### src/decrement_branch_nonzero_op_pkg.sv
package dbnz_pkg;
  // opcode patterns
  localparam logic [4:0]  OPC_REG_HI   = 5'h1b;   // 11011rrr
  localparam logic [7:0]  OPC_DIRECT   = 8'hd5;   // 11010101
  localparam logic [15:0] LEN_REG      = 16'h0002;
  localparam logic [15:0] LEN_DIRECT   = 16'h0003;
  localparam int          EXEC_CYCLES  = 2;
  localparam logic [7:0]  ZERO_BYTE    = 8'h00;
  localparam logic [7:0]  DEC_STEP     = 8'h01;
  localparam logic [7:0]  SFR_BASE     = 8'h80;
  localparam logic [15:0] PC_RESET     = 16'h0000;
  localparam logic [7:0]  PSW_RESET    = 8'h00;
  localparam int          REG_COUNT    = 8;       // registers in one bank

  // instruction bytes handed over by fetch
  typedef struct packed {
    logic [7:0] opcode;
    logic [7:0] byte1;
    logic [7:0] byte2;
  } instr_t;

  // memory / port write request
  typedef struct packed {
    logic       wr_reg;
    logic       wr_dir;
    logic [7:0] addr;
    logic [7:0] data;
  } wr_req_t;
endpackage : dbnz_pkg

### src/decrement_branch_nonzero_op_alu.sv
`timescale 1ns/100ps
// decrement and target computation, purely combinational
module dbnz_alu (
  // operands
  input  wire logic [7:0]  operand,
  input  wire logic [7:0]  disp,
  input  wire logic [15:0] pc_next,
  // results
  output logic      [7:0]  result,
  output logic             nonzero,
  output logic      [15:0] target
);
  import dbnz_pkg::*;

  // wrap 00 to ff naturally in 8 bits
  assign result  = operand - DEC_STEP;
  assign nonzero = (result != ZERO_BYTE);
  // sign-extended displacement added to next pc
  assign target  = pc_next + {{8{disp[7]}}, disp};
endmodule : dbnz_alu

### src/decrement_branch_nonzero_op_exec.sv
`timescale 1ns/100ps
module decrement_branch_nonzero_exec (
  // clock and reset
  input  wire logic                  sys_clk,
  input  wire logic                  rst_b,
  // instruction start
  input  wire logic                  start,
  input  wire dbnz_pkg::instr_t      instr,
  input  wire logic [15:0]           pc_in,
  input  wire logic [7:0]            psw_in,
  // operand sources
  input  wire logic [63:0]           working_register_n,
  input  wire logic [7:0]            ram_rdata,
  input  wire logic [7:0]            port_latch_rdata,
  input  wire logic [7:0]            port_pin_rdata,
  input  wire logic                  dir_is_port,
  // results
  output dbnz_pkg::wr_req_t          wr_req,
  output logic      [15:0]           pc_out,
  output logic      [7:0]            psw_out,
  output logic                       pc_load,
  output logic                       taken,
  output logic                       done,
  output logic                       busy,
  output logic                       illegal
);
  import dbnz_pkg::*;

  // idle, operand fetch, write back and branch
  typedef enum logic [1:0] {IDLE, CYC1, CYC2} state_t;

  // sequencer state and registered outputs
  state_t      st_q, st_d;
  instr_t      ins_q, ins_d;
  logic [15:0] pc_q, pc_d;
  logic [7:0]  psw_q, psw_d;
  logic [7:0]  op_q, op_d;
  wr_req_t     wr_q, wr_d;
  logic [15:0] pco_q, pco_d;
  logic        load_q, load_d;
  logic        tk_q, tk_d;
  logic        done_q, done_d;
  logic        ill_q, ill_d;
  logic        busy_q, busy_d;

  // decode and datapath nets
  logic        is_reg;
  logic        is_dir;
  logic [7:0]  operand;
  logic [7:0]  disp;
  logic [15:0] pc_next;
  // arithmetic results
  logic [7:0]  result;
  logic        nonzero;
  logic [15:0] target;
  logic [2:0]  rsel;
  logic [7:0]  bank_byte [REG_COUNT];
  logic [7:0]  wr_addr;

  // decode of the latched instruction
  assign is_reg = (ins_q.opcode[7:3] == OPC_REG_HI);
  assign is_dir = (ins_q.opcode == OPC_DIRECT);
  assign rsel   = ins_q.opcode[2:0];
  // write-back address: bank entry or the direct address byte
  assign wr_addr = is_reg ? {5'h00, rsel} : ins_q.byte1;
  assign disp   = is_dir ? ins_q.byte2 : ins_q.byte1;
  // next sequential address from instruction length
  assign pc_next = pc_q + (is_dir ? LEN_DIRECT : LEN_REG);

  // split the flat bank into one byte per working register
  for (genvar g = 0; g < REG_COUNT; g++) begin : g_bank
    assign bank_byte[g] = working_register_n[g*8 +: 8];
  end

  // decrement and branch target arithmetic
  dbnz_alu u_alu (
    .operand (op_q),
    .disp    (disp),
    .pc_next (pc_next),
    .result  (result),
    .nonzero (nonzero),
    .target  (target)
  );

  // operand selection: register bank entry, port latch or ram
  always_comb begin
    // ram is the source unless a register or a port is named
    operand = ram_rdata;
    if (is_reg) begin
      operand = bank_byte[rsel];
    end else if (dir_is_port) begin
      operand = port_latch_rdata;
    end
  end

  // two-cycle sequence: fetch operand, then write back and branch
  always_comb begin
    // held values keep their contents; pulses default low
    st_d   = st_q;
    ins_d  = ins_q;
    pc_d   = pc_q;
    psw_d  = psw_q;
    op_d   = op_q;
    wr_d   = '0;
    pco_d  = pco_q;
    load_d = 1'b0;
    tk_d   = tk_q;
    done_d = 1'b0;
    ill_d  = 1'b0;
    unique case (st_q)
      // capture the request while idle
      IDLE: begin
        if (start) begin
          ins_d = instr;
          pc_d  = pc_in;
          psw_d = psw_in;
          st_d  = CYC1;
        end
      end
      // sample the operand; unknown opcodes end here
      CYC1: begin
        if (is_reg || is_dir) begin
          op_d = operand;
          st_d = CYC2;
        end else begin
          // no write and no pc load for an unknown opcode
          ill_d = 1'b1;
          done_d = 1'b1;
          st_d  = IDLE;
        end
      end
      // commit: write back, branch decision and pc load
      CYC2: begin
        // write back to the same location
        wr_d.wr_reg = is_reg;
        wr_d.wr_dir = is_dir;
        wr_d.addr   = wr_addr;
        wr_d.data   = result;
        // not taken falls through to sequential address
        pco_d  = nonzero ? target : pc_next;
        tk_d   = nonzero;
        load_d = 1'b1;
        done_d = 1'b1;
        // flags pass through untouched
        psw_d  = psw_q;
        st_d   = IDLE;
      end
      default: st_d = IDLE;
    endcase
  end

  // state registers
  always_ff @(posedge sys_clk or negedge rst_b) begin
    if (!rst_b) begin
      // everything returns to its idle value
      st_q   <= IDLE;
      ins_q  <= '0;
      pc_q   <= PC_RESET;
      psw_q  <= PSW_RESET;
      op_q   <= ZERO_BYTE;
      wr_q   <= '0;
      pco_q  <= PC_RESET;
      load_q <= 1'b0;
      tk_q   <= 1'b0;
      done_q <= 1'b0;
      ill_q  <= 1'b0;
    end else begin
      // take the next values
      st_q   <= st_d;
      ins_q  <= ins_d;
      pc_q   <= pc_d;
      psw_q  <= psw_d;
      op_q   <= op_d;
      wr_q   <= wr_d;
      pco_q  <= pco_d;
      load_q <= load_d;
      tk_q   <= tk_d;
      done_q <= done_d;
      ill_q  <= ill_d;
    end
  end

  // busy follows the state about to be entered
  always_comb begin
    busy_d = (st_d != IDLE);
  end

  // busy register, cleared on reset
  always_ff @(posedge sys_clk or negedge rst_b) begin
    if (!rst_b) begin
      busy_q <= 1'b0;
    end else begin
      busy_q <= busy_d;
    end
  end

  // every output comes straight from its flip-flop
  assign wr_req  = wr_q;
  assign pc_out  = pco_q;
  assign psw_out = psw_q;
  assign pc_load = load_q;
  assign taken   = tk_q;
  assign done    = done_q;
  assign busy    = busy_q;
  assign illegal = ill_q;

  // pin value is deliberately never used for the operand
  logic unused_pins;
  assign unused_pins = ^port_pin_rdata;
endmodule : decrement_branch_nonzero_exec

### config.mk
export PLATFORM = sky130hd
export DESIGN_NAME = decrement_branch_nonzero_exec
export DESIGN_NICKNAME = d
export VERILOG_FILES = /design/src/decrement_branch_nonzero_op_pkg.sv /design/src/decrement_branch_nonzero_op_alu.sv /design/src/decrement_branch_nonzero_op_exec.sv
export SDC_FILE = /design/constraint.sdc
export NUM_CORES = 1
export LEC_CHECK = 0
export BUFFER_PORTS_ARGS = -buffer_cell sky130_fd_sc_hd__buf_2
export CORE_ASPECT_RATIO = 1.75
export CORE_MARGIN = 2
export CORE_UTILIZATION = 40
export DETAILED_ROUTE_END_ITERATION = 8
export PLACE_DENSITY = 0.66
export SLEW_MARGIN = 5
export SYNTH_ARGS = -nofsm -noshare
export SYNTH_HDL_FRONTEND = slang
export SYNTH_SLANG_ARGS = --single-unit
### constraint.sdc
create_clock -name sys_clk -period 4.6 [get_ports sys_clk]
set_clock_uncertainty 0.15 [all_clocks]
set_input_delay 0.92 -clock sys_clk [delete_from_list [all_inputs] [get_ports sys_clk]]
set_output_delay 0.92 -clock sys_clk [all_outputs]
set_load 0.1 [all_outputs]
==> Yosys cells after proc, flatten, opt, wreduce, memory -nomap -nowiden <==
Index checks and enable logic that the tools add are counted.
{ "classes": {"n_addsub": 3, "n_lt_le_gt_ge": 1, "eq_ne": 4, "muxes": 17, "n_bitwise": 1, "n_reduce_logical": 6} }
{ "ops": {"columns": ["op", "count"], "rows": [
  ["two-way mux 8 bit", 6],
  ["binary-select mux 8 bit (select 3 bit)", 1],
  ["two-way mux 18 bit", 1],
  ["adder 16 bit", 1],
  ["adder 16 x 2 -> 16 bit", 1],
  ["two-way mux 16 bit", 1],
  ["equality test 8 bit (second input constant)", 1],
  ["nonzero test 8 bit", 1],
  ["subtractor 8 x 1 -> 8 bit (second input constant)", 1],
  ["equality test 5 bit (second input constant)", 1],
  ["greater-or-equal comparator 4 bit (second input constant)", 1],
  ["two-way mux 1 bit", 4],
  ["two-way mux 2 bit", 2],
  ["NOT 3 -> 4 bit", 1],
  ["case mux 2 bit (2 select lines)", 1],
  ["AND reduction 2 bit", 2],
  ["equality test 2 x 1 -> 1 bit (second input constant)", 1],
  ["equality test 2 bit (second input constant)", 1],
  ["logical NOT 2 bit", 1],
  ["case mux 1 bit (2 select lines)", 1],
  ["nonzero test 2 bit", 1],
  ["logical OR 1 bit", 1]
]} }
{ "totals": {"regBits": 97, "out_inout_bits": 47, "wordCells": 49} }

==> Depth between registers and ports, before layout <==
{ "depth": {"depth_word": 5, "ltp_mapped": 20, "mapped_depth_nobuf": 19} }

==> Cells and area by module <==
From an unflattened synthesis, not the netlist that was laid out.
{ "hier_totals": {"cells_unflattened": 512, "area_unflattened_um2": 5796.8} }
{ "modules_own_cells": {"columns": ["mod", "instances", "cells_per_inst", "area_each_um2"], "rows": [
  ["decrement_branch_nonzero_exec", 1, 391, 4909.7],
  ["dbnz_alu", 1, 121, 887.1]
]} }

==> Worst setup path before layout <==
No wires, ideal clock.
{ "synth_path": {"path_type": "reg-to-reg", "from": "reg ins_q[21] (netlist name)", "to": "reg pco_q[13] (netlist: pc_out[13])", "setup_ns": 0.120, "t_arrival_ns": 3.578, "required_time_ns": 4.330, "path_slack_ns": 0.752, "path_stages_with_launch": 19, "path_buffers": 1, "synth_period_minus_slack_ns": 3.848, "cell_sequence": "dfrtp_1 and4b_1 clkbuf_1 nand2_1 inv_2 ha_1 inv_1 ha_1 nor2_1 nand3_1 xnor2_1 ha_1 a21oi_1 o21ai_0 or3_1 o21ai_1 o21ai_0 xor2_1 a31o_1"} }
{ "synth_via": {"elab_chain_len": 5, "elab_cells_between_ends": 6, "cone_classes": "add/sub (2); eq/ne (1); mux (3)"} }
{ "synth_rtl": {"columns": ["item", "line", "rtl"], "rows": [
  ["start: declaration", "decrement_branch_nonzero_op_exec.sv:34", "instr_t ins_q, ins_d;"],
  ["start signal: assignment", "decrement_branch_nonzero_op_exec.sv:170", "ins_q <= ins_d;"],
  ["equality test 8 bit *", "decrement_branch_nonzero_op_exec.sv:62", "assign is_dir = (ins_q.opcode == OPC_DIRECT);"],
  ["two-way mux 1 bit", "decrement_branch_nonzero_op_exec.sv:68", "assign pc_next = pc_q + (is_dir ? LEN_DIRECT : LEN_REG);"],
  ["adder 16 x 2 -> 16 bit", "decrement_branch_nonzero_op_exec.sv:68", null],
  ["adder 16 bit", "decrement_branch_nonzero_op_alu.sv:19", "assign target = pc_next + {{8{disp[7]}}, disp};"],
  ["two-way mux 16 bit *", "decrement_branch_nonzero_op_exec.sv:140", "pco_d = nonzero ? target : pc_next;"],
  ["end signal: assignment", "decrement_branch_nonzero_op_exec.sv:175", "pco_q <= pco_d;"],
  ["end: declaration", "decrement_branch_nonzero_op_exec.sv:39", "logic [15:0] pco_q, pco_d;"]
]} }
Every way passes the cells marked *; elsewhere a longest branch is shown, timed or not.
A chain may end at the register's enable or synchronous reset.

==> Worst setup path in the final report <==
{ "layout_path": {"from": "reg ins_q[21] (netlist name)", "to": "reg pco_q[15] (netlist: pc_out[15])"} }
Same word-level chain as after synthesis.

==> run metrics <==
most frequent cells in the layout=buf_2, dfrtp_1, nand2_1; cts repair resizes=0; status=finished, final reports clean; Final WS setup=0.524 ns; largest net degree at the start of global routing=65; post-synth cell types=51; worst-path cell chain=and4b_1, nand2_1, inv_2, ha_1, inv_1, ha_1, nor2_1, nand3_1, xnor2_1, ha_1, a21oi_1, o21ai_0, or3_1, o211ai_1, a21oi_1, o211ai_1, o221ai_1; total negative slack=0 ns; Slew HR=0.231; sink of the worst hold path=taken; Die Ht=160 um; pre-CTS WS=0.522 ns; crit share post-route=0.886; multi-input logic area=2980 um2; DP HPWL=11,300 um; Antenna Nets Post-Route=0; sequential share of the synthesized area=0.436; gr busiest metal=met2; Min Clock Period, post-route=4.08 ns; pwr dens=827 nW/um2; Synth Area per Inst=10.7 um2; cell area after synthesis=5560 um2; slowest stage cell, crit path=dfrtp_1; TritonCTS buffer count=9; worst slew pin tran=1.15 ns; CTS Hold Bufs=0; most common cell after layout, fill and taps aside=buf_2; DRT iter0 DRCs=224; worst stage delay on the critical path=0.37 ns; delay-heaviest family, CP=simple AND/OR/NAND/NOR gates; DRC viols=0; first-pass GRT wire length=23,300 um; warnings from Yosys=0; vias in the first global route=4,716; Worst VDD drop=0.459 mV; WP depth=17; Die ar.=14,900 um2; Root Buffer=clkbuf_16; # IOs=187; initial antenna violation count=1; CTS Sinks=97; Core Area=13,800 um2; number of synthesized register bits=97; M3 GR Usage=0.0401; R2R cell count=17; maximum buffer depth of the clock tree=2; hold path startpoint=taken; Critical Path Fanout Max=6; Post-Syn Nets=683; async set or reset register ratio after synthesis=1.00; met2 Track Usage GR=0.342; Area Growth Syn to Fin=24.4%; r2r endpoint=pc_out[15]; clock latency on the worst-skew pair=0.35 ns; via count=4,565; Max Freq=0.245 GHz; Critical Path RT=4.66 ns; final WL=14,500 um; number of max-cap violations=0; IO buf count=178; max-slew violation count=0; H-tree Lvls=3; clock-pin slew on the worst setup and hold paths=0.07 ns; source of the worst register-to-register timing path=ins_q[21]; share of layout cells above drive strength 1=0.408; CTS tree=done; drt wl/cell=16.5 um; postcts setup bufs=0; GRT Total Usage=0.198; RSZ-0062 raised after global routing=false; router iterations before antenna repair=4; R2R Setup Slk=0.52 ns; Starting Density=0.404; hold crit path type=reg2reg; Setup CP Type=reg2reg; vias per cell=5.21; top_reg_cell synth=dfrtp_1; CP arrival=4.14 ns; met1 GRT Util=0.245; fin nets=856; post-route cell area=6920 um2; Post-synth EDFFs=0; GRT overflow=0; worst hold stages=1; row count=57; CP endpoint kind=flop; synthesized instance count=520; Die W=93.1 um; total area of sequential cells=2430 um2; # setup viols final=0; CP startpoint kind=flop; GPL Wtd Cong=0.998; worst path bufs/invs=2; Lkg Pwr=3.43 nW; Final Hold Viols=0; post-place instance area=6640 um2; Fill cells=1,287; cell repeated most along the worst path=ha_1
[registers in the layout, indices dropped and copies added (netlist names)]
register  cells
pc_q         16
psw_out       8
wr_req       18
taken         1
ins_q        24
done          1
busy          1
pc_out       16
st_q          2
pc_load       1
op_q          8
illegal       1
[worst reg2reg max path, cell delays in order (launching register included)]
cell	delay, ns
dfrtp_1	0.37
and4b_1	0.36
nand2_1	0.16
inv_2	0.09
ha_1	0.17
inv_1	0.07
ha_1	0.21
nor2_1	0.22
nand3_1	0.26
xnor2_1	0.26
ha_1	0.34
a21oi_1	0.14
o21ai_0	0.10
or3_1	0.35
o211ai_1	0.23
a21oi_1	0.13
o211ai_1	0.20
o221ai_1	0.14
[power breakdown]
part	switching, mW	leakage (nW)	internal, mW
sequential	0.266	1.18	1.19
combinational	2.26	2.10	1.29
clock	0.345	0.143	0.377
[synth_stat cells (all sizes together), types with 4 or more instances]
| master | instances | share of area |
|---|---|---|
| nand2 | 63 | 0.045 |
| buf | 7 | 0.0067 |
| nor2 | 48 | 0.032 |
| o21ai | 21 | 0.019 |
| mux2 | 58 | 0.12 |
| ha | 22 | 0.049 |
| a31oi | 7 | 0.0079 |
| o21a | 4 | 0.0054 |
| xnor2 | 21 | 0.033 |
| a211oi | 4 | 0.0054 |
| mux2i | 19 | 0.034 |
| clkbuf | 16 | 0.011 |
| xor2 | 8 | 0.013 |
| inv | 15 | 0.010 |
| mux4 | 16 | 0.065 |
| and3 | 10 | 0.011 |
| a21oi | 35 | 0.031 |
| nand3 | 10 | 0.011 |
| dfrtp | 97 | 0.44 |
[per-stage QoR]
stage | utilization | hold WS [ns] | std cells | power, mW
2_1_floorplan | - | 0.321 | 520 | 4.30
3_3_place_gp | 0.482 | 0.313 | 859 | 4.91
3_5_place_dp | 0.482 | 0.315 | 859 | 5.02
4_1_cts | 0.503 | 0.333 | 875 | 5.76
5_1_grt | 0.503 | 0.350 | 876 | 6.14
6_report | 0.503 | 0.325 | 876 | 5.73
[worst max path at each step]
stage,startpoint,endpoint,slack (ns)
after floorplan,ins_q[21],pc_out[13],0.75
after global placement,ins_q[21],pc_out[13],0.56
after detailed placement,ins_q[21],pc_out[15],0.52
after CTS,ins_q[21],pc_out[15],0.50
after global routing,ins_q[21],pc_out[15],0.17
final,ins_q[21],pc_out[15],0.52
[cell families (layout without fill, tap and decap cells)]
kind of cell | after synthesis | count (layout) | synth area share
multiplexers | 93 | 93 | 0.216
flip-flops | 97 | 97 | 0.436
adder cells (fa/ha/maj) | 23 | 23 | 0.0531
other | 0 | 1 | 0
buffers and inverters | 38 | 216 | 0.0277
AO/OA/AOI/OAI | 87 | 87 | 0.0922
XOR/XNOR | 29 | 29 | 0.0457
AND/OR/NAND/NOR | 153 | 153 | 0.129
[layer usage]
metal,wire (um),part of all wire,up-vias
met2,7570,0.52,138
met4,291,0.020,0
met1,5940,0.41,2193
met5,0,0,-
met3,662,0.046,20
li1,-,-,2214
[layout make-up]
class | instances | area share
clock inverters | 7 | 0.00868
multi-input cells | 385 | 0.431
inverters | 15 | 0.00813
flip-flops and latches | 97 | 0.351
diodes | 1 | 0.000361
clock buffers | 9 | 0.0325
repair buffers | 185 | 0.137
well taps | 177 | 0.0320
Note: power is estimated with default switching activity, not from simulation.
